`config.mk`:
```
export PLATFORM = sky130hd
export DESIGN_NAME = pci_target
export DESIGN_NICKNAME = d
export VERILOG_FILES = /design/src/hw/eeprom_loader.v /design/src/hw/pci_target.v
export VERILOG_INCLUDE_DIRS = /design/src /design/src/hw
export SDC_FILE = /design/constraint.sdc
export NUM_CORES = 1
export LEC_CHECK = 0
export BUFFER_PORTS_ARGS = -buffer_cell sky130_fd_sc_hd__buf_2
export CORE_MARGIN = 3
export CORE_UTILIZATION = 35
export CTS_CLUSTER_DIAMETER = 50
export DETAILED_ROUTE_END_ITERATION = 8
export HOLD_SLACK_MARGIN = 0.06
export PLACE_DENSITY_LB_ADDON = 0.08
export REMOVE_ABC_BUFFERS = 1
export SLEW_MARGIN = 20
export SYNTH_ARGS = -nofsm -noshare
export SYNTH_HDL_FRONTEND = slang
export SYNTH_SLANG_ARGS = --single-unit
```
`constraint.sdc`:
```
create_clock -name clk_in -period 4.7 [get_ports clk_in]
set_input_delay 0.705 -clock clk_in [delete_from_list [all_inputs] [get_ports clk_in]]
set_output_delay 0.705 -clock clk_in [all_outputs]
set_load 0.005 [all_outputs]
```
`src/hw/pci_target_consts.vh`:
```
// constants for the bus target front end and its serial configuration loader
// assumes a single 50 MHz clock and a synchronous active-high reset
`ifndef PCI_TARGET_CONSTS_VH
`define PCI_TARGET_CONSTS_VH

// bus commands
`define CMD_SPECIAL 4'h1
`define CMD_IO_READ 4'h2
`define CMD_IO_WRITE 4'h3
`define CMD_CFG_READ 4'hA
`define CMD_CFG_WRITE 4'hB

// io window decode: upper address bits compared with the base register
`define IO_BASE_MASK 32'hFFFFFFF8
`define CFG_BASE_W_IDX 4'h4
`define CFG_WORDS 16
`define CFG_BYTES 64

// defaults loaded when the serial memory is disabled (arbitrary identity values)
`define DFLT_ID_WORD 32'h00010001
`define DFLT_CLASS_WORD 32'h07010201
`define DFLT_INT_WORD 32'h00000100
`define DFLT_BASE_WORD 32'h00000001

// serial memory read command, 8 bits, followed by 8 address bits
`define EE_READ_CMD 8'h03
`define EE_DIV 8'h04

`endif

```
`src/hw/eeprom_loader.v`:
```
// serial configuration loader: reads 64 bytes from a serial memory after reset
// assumes a bit-serial memory that shifts msb first and returns data after command and address
`timescale 1ns/1ps
`include "pci_target_consts.vh"

module eeprom_loader (
  input wire clk_in,
  input wire rst_in,
  input wire load_enable_in,
  input wire data_from_memory_in,
  output reg select_out,
  output reg serial_clock_out,
  output reg data_to_memory_out,
  output reg byte_valid_out,
  output reg [5:0] byte_index_out,
  output reg [7:0] byte_data_out,
  output reg done_out
);
  localparam ST_IDLE = 2'h0;
  localparam ST_CMD = 2'h1;
  localparam ST_READ = 2'h2;
  localparam ST_DONE = 2'h3;

  reg [1:0] state_r;
  reg [7:0] div_r;
  reg [4:0] bit_r;
  reg [15:0] shift_r;
  reg [9:0] rd_bits_r;
  reg [7:0] rx_r;
  wire tick;
  wire [15:0] cmd_word;

  // read command followed by the start address of the first byte
  assign cmd_word = {`EE_READ_CMD, 8'h00};

  // divider gives a one-cycle enable per serial half period
  assign tick = (div_r == `EE_DIV - 8'h01);

  always @(posedge clk_in) begin
    if (rst_in) begin
      div_r <= 8'h00;
    end else if (tick) begin
      div_r <= 8'h00;
    end else begin
      div_r <= div_r + 8'h01;
    end
  end

  // one command then a sequential read of all bytes
  always @(posedge clk_in) begin
    byte_valid_out <= 1'b0;
    if (rst_in) begin
      state_r <= ST_IDLE;
      select_out <= 1'b0;
      serial_clock_out <= 1'b0;
      data_to_memory_out <= 1'b0;
      byte_index_out <= 6'h00;
      byte_data_out <= 8'h00;
      done_out <= 1'b0;
      bit_r <= 5'h00;
      shift_r <= 16'h0000;
      rd_bits_r <= 10'h000;
      rx_r <= 8'h00;
    end else begin
      case (state_r)
        ST_IDLE: begin
          if (!load_enable_in) begin
            state_r <= ST_DONE;
            done_out <= 1'b1;
          end else if (tick) begin
            select_out <= 1'b1;
            data_to_memory_out <= cmd_word[15];
            shift_r <= {cmd_word[14:0], 1'b0};
            bit_r <= 5'h10;
            state_r <= ST_CMD;
          end
        end
        ST_CMD: begin
          if (tick) begin
            serial_clock_out <= ~serial_clock_out;
            // data moves only as the clock falls, so it stands still across each rise
            if (serial_clock_out) begin
              bit_r <= bit_r - 5'h01;
              if (bit_r == 5'h01) begin
                state_r <= ST_READ;
                rd_bits_r <= 10'h000;
              end else begin
                data_to_memory_out <= shift_r[15];
                shift_r <= {shift_r[14:0], 1'b0};
              end
            end
          end
        end
        ST_READ: begin
          if (tick) begin
            serial_clock_out <= ~serial_clock_out;
            if (!serial_clock_out) begin
              rx_r <= {rx_r[6:0], data_from_memory_in};
              rd_bits_r <= rd_bits_r + 10'h001;
              if (rd_bits_r[2:0] == 3'h7) begin
                byte_valid_out <= 1'b1;
                byte_index_out <= rd_bits_r[8:3];
                byte_data_out <= {rx_r[6:0], data_from_memory_in};
                if (rd_bits_r[8:3] == 6'h3F) begin
                  state_r <= ST_DONE;
                  select_out <= 1'b0;
                  done_out <= 1'b1;
                end
              end
            end
          end
        end
        ST_DONE: begin
          serial_clock_out <= 1'b0;
        end
        default: begin
          state_r <= ST_IDLE;
        end
      endcase
    end
  end
endmodule // eeprom_loader

```
`src/hw/pci_target.v`:
```
// bus target front end: claims io and configuration cycles, parity, errors, interrupt
// assumes bus pins sampled synchronous to clk_in; two-way pins split into in, out, enable
`timescale 1ns/1ps
`include "pci_target_consts.vh"

module pci_target (
  input wire clk_in,
  input wire rst_in,
  input wire [31:0] ad_in,
  output reg [31:0] ad_out,
  output reg ad_oe_out,
  input wire [3:0] cbe_n_in,
  input wire par_in,
  output reg par_out,
  output reg par_oe_out,
  input wire frame_n_in,
  input wire irdy_n_in,
  input wire idsel_in,
  output reg trdy_n_out,
  output reg devsel_n_out,
  output reg stop_n_out,
  output reg ctl_oe_out,
  output reg perr_n_out,
  output reg perr_oe_out,
  output reg serr_oe_out,
  output reg inta_oe_out,
  output wire eeprom_select_out,
  output wire eeprom_serial_clock_out,
  output wire eeprom_data_to_memory_out,
  input wire eeprom_data_from_memory_in,
  input wire eeprom_load_enable_in,
  input wire peripheral_acknowledge_n_in,
  input wire standard_printer_mode_in,
  input wire printer_int_enable_in,
  output reg [2:0] io_addr_out,
  output reg [3:0] io_byte_en_out,
  output reg [31:0] io_wdata_out,
  output reg io_write_out,
  input wire [31:0] io_rdata_in
);
  // idle waits for an address phase, data runs the claimed transfer,
  // busy holds stop for a retry or disconnect, turn drives the controls high for one clock (stop stays low after a two-phase config burst)
  localparam ST_IDLE = 3'h0;
  localparam ST_DATA = 3'h1;
  localparam ST_TURN = 3'h2;
  localparam ST_BUSY = 3'h3;

  reg [2:0] state_r;
  reg [31:0] addr_r;
  reg [3:0] cmd_r;
  reg cfg_r;
  // configuration space kept in flip-flops, one word per entry
  reg [31:0] cfg_mem_r [0:`CFG_WORDS-1];
  reg frame_q_r;
  reg [31:0] ad_q_r;
  reg [3:0] cbe_q_r;
  reg chk_r;
  reg chk_addr_r;
  reg rd_par_r;
  wire ld_valid;
  wire [5:0] ld_idx;
  wire [7:0] ld_data;
  wire ld_done;
  wire addr_phase;
  wire io_hit;
  wire cfg_hit;
  wire is_read;
  wire xfer;
  wire [31:0] base;
  wire [3:0] cmd_in;
  wire cmd_is_read;
  wire [3:0] rd_idx;
  wire [31:0] rd_word;
  wire [31:0] cfg_wr_word;
  wire [3:0] lane_en;
  wire q_par;
  wire par_bad;
  wire int_cond;
  wire bus_idle;

  eeprom_loader loader (
    .clk_in(clk_in),
    .rst_in(rst_in),
    .load_enable_in(eeprom_load_enable_in),
    .data_from_memory_in(eeprom_data_from_memory_in),
    .select_out(eeprom_select_out),
    .serial_clock_out(eeprom_serial_clock_out),
    .data_to_memory_out(eeprom_data_to_memory_out),
    .byte_valid_out(ld_valid),
    .byte_index_out(ld_idx),
    .byte_data_out(ld_data),
    .done_out(ld_done)
  );

  // the bus counts as idle only with frame, initiator ready, our target ready and device select all high;
  // frame is taken from its previous sample so a frame held low never looks like a new start
  assign bus_idle = frame_q_r && irdy_n_in && trdy_n_out && devsel_n_out;
  // a new transaction starts when frame falls on an idle bus
  assign addr_phase = (state_r == ST_IDLE) && !frame_n_in && bus_idle;
  assign cmd_in = cbe_n_in;
  assign base = cfg_mem_r[`CFG_BASE_W_IDX];
  assign io_hit = ((cmd_in == `CMD_IO_READ) || (cmd_in == `CMD_IO_WRITE)) &&
                  ((ad_in & `IO_BASE_MASK) == (base & `IO_BASE_MASK));
  assign cfg_hit = idsel_in && (ad_in[1:0] == 2'h0) &&
                   ((cmd_in == `CMD_CFG_READ) || (cmd_in == `CMD_CFG_WRITE));
  assign is_read = (cmd_r == `CMD_IO_READ) || (cmd_r == `CMD_CFG_READ);
  assign xfer = (state_r == ST_DATA) && !irdy_n_in && !trdy_n_out;

  // read data is fetched at the claim so it already stands on the bus when target ready is
  // first sampled; after each transfer the next config word is fetched, while io reads take io_rdata_in as it stands
  assign cmd_is_read = (cmd_in == `CMD_IO_READ) || (cmd_in == `CMD_CFG_READ);
  assign rd_idx = addr_phase ? ad_in[5:2] : (addr_r[5:2] + {3'h0, xfer});
  assign rd_word = (addr_phase ? cfg_hit : cfg_r) ? cfg_mem_r[rd_idx] : io_rdata_in;

  // config writes honour the byte enables lane by lane; the space flag bits stay fixed
  assign lane_en = ~cbe_n_in;
  genvar gl;
  generate
    for (gl = 0; gl < 4; gl = gl + 1) begin : g_lane
      assign cfg_wr_word[gl*8 +: 8] = lane_en[gl] ? ad_in[gl*8 +: 8] :
                                      cfg_mem_r[`CFG_BASE_W_IDX][gl*8 +: 8];
    end
  endgenerate

  // checked parity uses the captured phase, since the initiator sends parity a clock late
  assign q_par = ^{ad_q_r, cbe_q_r};
  assign par_bad = (q_par != par_in);

  // interrupt cause is a level, so the pin releases one clock after acknowledge returns high
  assign int_cond = standard_printer_mode_in && printer_int_enable_in &&
                    !peripheral_acknowledge_n_in;

  // built-in defaults for the no-load case; the loader overwrites every word when enabled,
  // so a sparse default table costs nothing once the serial memory is fitted
  function [31:0] dflt_word;
    input integer idx;
    begin
      case (idx)
        0: dflt_word = `DFLT_ID_WORD;
        2: dflt_word = `DFLT_CLASS_WORD;
        4: dflt_word = `DFLT_BASE_WORD;
        15: dflt_word = `DFLT_INT_WORD;
        default: dflt_word = 32'h00000000;
      endcase
    end
  endfunction

  // configuration words: defaults at reset, loader bytes little-endian, base writable
  genvar gi;
  generate
    for (gi = 0; gi < `CFG_WORDS; gi = gi + 1) begin : g_cfg
      always @(posedge clk_in) begin
        if (rst_in) begin
          cfg_mem_r[gi] <= dflt_word(gi);
        end else if (ld_valid && (ld_idx[5:2] == gi)) begin
          cfg_mem_r[gi][ld_idx[1:0]*8 +: 8] <= ld_data;
        end else if (xfer && cfg_r && !is_read && (addr_r[5:2] == gi) &&
                     (gi == `CFG_BASE_W_IDX)) begin
          cfg_mem_r[gi] <= {cfg_wr_word[31:3], 3'h1};
        end
      end
    end
  endgenerate

  // target sequencer: claim, wait-free data phases, burst address, release
  // claiming on the first clock keeps the decode fast; the cost is that read data
  // must be fetched combinationally at the claim edge
  always @(posedge clk_in) begin
    frame_q_r <= frame_n_in;
    io_write_out <= 1'b0;
    if (rst_in) begin
      state_r <= ST_IDLE;
      addr_r <= 32'h00000000;
      cmd_r <= 4'h0;
      cfg_r <= 1'b0;
      frame_q_r <= 1'b1;
      trdy_n_out <= 1'b1;
      devsel_n_out <= 1'b1;
      stop_n_out <= 1'b1;
      ctl_oe_out <= 1'b0;
      ad_out <= 32'h00000000;
      ad_oe_out <= 1'b0;
      io_addr_out <= 3'h0;
      io_byte_en_out <= 4'h0;
      io_wdata_out <= 32'h00000000;
    end else begin
      case (state_r)
        // idle: watch for an address phase that hits our window or our id select
        ST_IDLE: begin
          if (addr_phase && (io_hit || cfg_hit)) begin
            addr_r <= ad_in;
            cmd_r <= cmd_in;
            cfg_r <= cfg_hit;
            devsel_n_out <= 1'b0;
            ctl_oe_out <= 1'b1;
            if (cfg_hit && !ld_done) begin
              stop_n_out <= 1'b0;
              state_r <= ST_BUSY;
            end else begin
              trdy_n_out <= 1'b0;
              ad_out <= rd_word;
              ad_oe_out <= cmd_is_read;
              state_r <= ST_DATA;
            end
          end
        end
        // data: one transfer per clock in which both ready lines are low
        ST_DATA: begin
          ad_oe_out <= is_read;
          ad_out <= rd_word;
          io_addr_out <= addr_r[2:0];
          if (xfer) begin
            io_byte_en_out <= ~cbe_n_in;
            io_wdata_out <= ad_in;
            io_write_out <= !cfg_r && !is_read;
            addr_r <= addr_r + 32'h00000004;
            if (frame_n_in) begin
              trdy_n_out <= 1'b1;
              devsel_n_out <= 1'b1;
              ad_oe_out <= 1'b0;
              state_r <= ST_TURN;
            end else if (cfg_r) begin
              stop_n_out <= 1'b0;
            end
            if (!frame_n_in && !stop_n_out) begin
              trdy_n_out <= 1'b1;
              ad_oe_out <= 1'b0;
              state_r <= ST_BUSY;
            end
          end else if (!stop_n_out && frame_n_in && !irdy_n_in) begin
            state_r <= ST_TURN;
            ad_oe_out <= 1'b0;
            trdy_n_out <= 1'b1;
            devsel_n_out <= 1'b1;
            stop_n_out <= 1'b1;
          end
        end
        ST_BUSY: begin
          // retry or disconnect: hold stop until the initiator drops frame while holding initiator ready low
          if (frame_n_in && !irdy_n_in) begin
            devsel_n_out <= 1'b1;
            stop_n_out <= 1'b1;
            state_r <= ST_TURN;
          end
        end
        ST_TURN: begin
          // one clock of driven-high turnaround before releasing controls, except stop, still low after a two-phase config burst
          ctl_oe_out <= 1'b0;
          stop_n_out <= 1'b1;
          state_r <= ST_IDLE;
        end
        default: begin
          state_r <= ST_IDLE;
        end
      endcase
    end
  end

  // parity: generate on reads, check addresses and write data one clock later
  // a data phase and its parity never share a clock, so both sides compare captured copies
  always @(posedge clk_in) begin
    ad_q_r <= ad_in;
    cbe_q_r <= cbe_n_in;
    if (rst_in) begin
      par_out <= 1'b0;
      par_oe_out <= 1'b0;
      rd_par_r <= 1'b0;
      chk_r <= 1'b0;
      chk_addr_r <= 1'b0;
      perr_n_out <= 1'b1;
      perr_oe_out <= 1'b0;
      serr_oe_out <= 1'b0;
    end else begin
      rd_par_r <= xfer && is_read;
      par_oe_out <= rd_par_r || (ad_oe_out && (state_r == ST_DATA));
      par_out <= ^{ad_out, cbe_n_in};
      chk_addr_r <= addr_phase && (cmd_in != `CMD_SPECIAL);
      chk_r <= xfer && !is_read;
      perr_n_out <= 1'b1;
      if (chk_r && par_bad) begin
        perr_n_out <= 1'b0;
      end
      perr_oe_out <= chk_r || !perr_n_out;
      serr_oe_out <= chk_addr_r && par_bad;
    end
  end

  // interrupt follows acknowledge level in standard printer mode with the printer interrupt enabled
  always @(posedge clk_in) begin
    if (rst_in) begin
      inta_oe_out <= 1'b0;
    end else begin
      inta_oe_out <= int_cond;
    end
  end
endmodule // pci_target

```
==> results.txt <==
vias in the first global route: 22,900
Top FF cell, synth: edfxtp_1
xor/xnor share of the synthesized area: 0.0314
CTS buffer count: 101
post-layout min period: 3650 ps
Max-slew headroom: 0.237
Die Y: 303 um
CTS clk-pin slew, worst paths: 50 ps
Tot Pwr: 0.0157 W
number of synthesized flops with an enable pin: 512
post-CTS sizing: 0
Int Power: 0.0120 W
crit path buf inv count: 3
Routed Wire Length: 106 mm
Psw: 0.00366 W
pin count of the biggest net entering global routing: 133
mux cell area share after synthesis: 0.0257
Routability Congestion: 0.858
VDD IR max: 271 uV
number of distinct library cells after synthesis: 71
outcome: finished clean
DRC errors left: 0
vias: 23,300
CTS H-tree depth: 3
arrival time at the worst endpoint: 4160 ps
worst stage delay on the critical path: 500 ps
sequential area share after synthesis: 0.623
post-route ant nets: 0
Min-Delay Path Class: in2reg
fin cells: 4,345
Post CTS Setup Buffer Count: 0
max frequency: 274 MHz
drt first-iter violations: 2,187
Core ar.: 87,000 um2
final setup violation count: 0
Via density: 5.37
Critical Path, Cell by Cell: nand2b_1 > or3_2 > inv_2 > ha_1 > o21ai_2 > buf_4 > nand2_4 > buf_12 > a211oi_1 > a221oi_1 > a32oi_1 > a311oi_1
Rows: 108
CP max FO: 34
clk buf depth: 3
GR Util met3: 0.0399
Die Area: 91,700 um2
Syn Area/Cell: 10.5 um2
adder-cell share of the synthesized area: 0.00933
slew at the pin with the worst max-slew slack: 1140 ps
WP data required: 5210 ps
Setup CP Type: reg2reg
Max Cap Viol: 0
GRT Max-Usage Layer: met2
Layout area overhead: 18.9%
crit start category: flip-flop
# port buffers: 164
Initial Util: 0.354
Final Hold Viols: 0
Sink Count: 704
number of warnings issued by yosys: 0
clock skew: 27.2 ps
Slew Limit Fails: 0
Cells after Synth: 2,939
global-route usage over all layers: 0.228
Avg WL per Cell: 24.3 um
CTS Root Cell: clkbuf_16
met1 Usage GRT: 0.316
Seq cells post-synth: 704
final-stage net count: 3,206
met2 Use GR: 0.358
Remaining Overflow, GRT: 0
Synth Area in Compound Gates: 0.0878
family with the most delay on the worst path: compound AO/OA/AOI/OAI gates
initial antenna violation count: 5
# hold bufs at CTS: 0
1st-pass router iterations: 8
Post-DP HPWL: 72.0 mm
CP endpoint kind: flip-flop
Final Cycle Share: 0.776
RSZ-0062 raised after global routing: no
layout cells sized above 1: 0.139
Pwr Density: 427 nW/um2
Skew-Pair Late Insertion Delay: 670 ps
Comb pwr share: 0.055
LEAKAGE: 13.1 nW
Crit-path slowest cell: a211oi_1
switching share of total power: 0.234
largest family of logic cells by synthesized area: simple AND/OR/NAND/NOR gates
FFs w/ async S/R, synth: 0
first-pass GRT wire length: 153 mm
I/O Pins: 165
Clock power frac: 0.502
CTS tree: done
Flop pwr share: 0.443
synthesized area: 30,800 um2
cell count after placement: 4,156
simple-gate share of the synthesized area: 0.195
number of diodes: 0
die width: 303 um
layout by cell type, fill, tap and decap left out, types with 18 or more instances in the layout:
cell type / Yosys / final
a211oi_1: 36 / 36
a21oi_1: 111 / 111
a221oi_1: 33 / 33
a311oi_1: 34 / 34
a31oi_1: 38 / 37
a32oi_1: 65 / 65
and3_1: 35 / 35
buf_2: 27 / 163
buf_4: 7 / 66
clkbuf_16: 0 / 105
dfxtp_1: 192 / 192
edfxtp_1: 512 / 512
ha_1: 23 / 23
inv_1: 27 / 27
mux2i_1: 77 / 77
nand2_1: 527 / 526
nand2b_1: 71 / 71
nand3_1: 119 / 119
nor2_1: 596 / 594
o21ai_0: 46 / 46
xnor2_1: 90 / 90
xor2_1: 18 / 18
worst reg2reg max path: cells and delay by family, from the launching register on:
family / cells / cell delay [ps]
flip-flops: 1 / 400
adder cells (fa/ha/maj): 1 / 240
AND/OR/NAND/NOR: 3 / 1040
AO/OA/AOI/OAI: 5 / 1060
buffers and inverters: 3 / 750
synthesized netlist by cell type (all sizes together), types with 23 or more instances:
library cell | number | area share
a211oi | 36 | 0.0088
edfxtp | 512 | 0.50
mux2i | 77 | 0.025
and3 | 35 | 0.0071
nand2b | 71 | 0.014
a32oi | 65 | 0.018
a31oi | 39 | 0.0081
clkbuf | 124 | 0.015
a21oi | 111 | 0.018
nand3 | 119 | 0.019
ha | 23 | 0.0093
nand2 | 529 | 0.065
inv | 28 | 0.0034
xnor2 | 90 | 0.026
dfxtp | 192 | 0.12
a311oi | 34 | 0.0097
buf | 53 | 0.0089
a221oi | 34 | 0.0099
o21ai | 49 | 0.0081
nor2 | 597 | 0.073
flip-flops by register name, indices dropped and copies added, names as in the netlist, 2 cells and up:
signal and flops:
cbe_q_r 4, loader.state_r 2, ad_q_r 32, io_wdata_out 32, loader.div_r 8, loader.rx_r 7, loader.bit_r 5, state_r 2
loader.byte_index_out 6, cmd_r 3, ad_out 32, io_byte_en_out 4, loader.shift_r 7, addr_r 6, loader.rd_bits_r 9, cfg_mem_r 512
io_addr_out 3, loader.byte_data_out 8
per-stage QoR:
stage                     TNS, ps  utilization  cell area [um2]  hold WS [ps]  setup slack, ps
after detailed placement        0        0.381            33100           396              785
after CTS                       0        0.421            36700           156             1070
final                           0        0.421            36700           198             1050
after floorplan           -137180            -            30100           358            -4270
after global routing            0        0.421            36700           191              851
after global placement          0        0.380            33100           387              778
cell families (layout without fill, tap and decap cells):
group / count (synthesis) / in the layout
compound gates: 393 / 393
fa+ha+maj: 23 / 23
flops: 704 / 704
xor+xnor: 109 / 109
mux: 79 / 79
simple gates: 1426 / 1426
buf+inv: 205 / 456
power by group through the flow:
stage          Combinational (W)  Sequential, W  Clock (W)
3_5_place_dp            0.000867        0.00706          0
4_1_cts                 0.000870        0.00693    0.00800
5_1_grt                 0.000940        0.00695    0.00829
6_report                0.000865        0.00693    0.00787
2_1_floorplan           0.000544        0.00701          0
3_3_place_gp            0.000856        0.00706          0
final timing paths:
| check | from | cells after the start | to | slack [ps] |
|---|---|---|---|---|
| max | state_r[1] | 12 | ad_out[31] | 1050 |
| min | peripheral_acknowledge_n_in | 2 | inta_oe_out | 200 |
| max reg2reg | state_r[1] | 12 | ad_out[31] | 1050 |
| min reg2reg | chk_r | 1 | perr_n_out | 420 |
area by class of cell:
cell class	instances	area, um2
Fill cell	8471	50400
Sequential cell	704	19200
Timing Repair Buffer	239	1500
Clock buffer	127	2800
Clock inverter	62	738
Tap cell	1155	1450
Inverter	28	105
Multi-Input combinational cell	2030	10900
metal layers:
metal / vias to the layer above / share of wire
li1: 10700 / -
met1: 11600 / 0.44
met2: 811 / 0.45
met3: 200 / 0.068
met4: 6 / 0.037
met5: - / 0.00040
No activity file was read; power rests on OpenSTA's default activity.
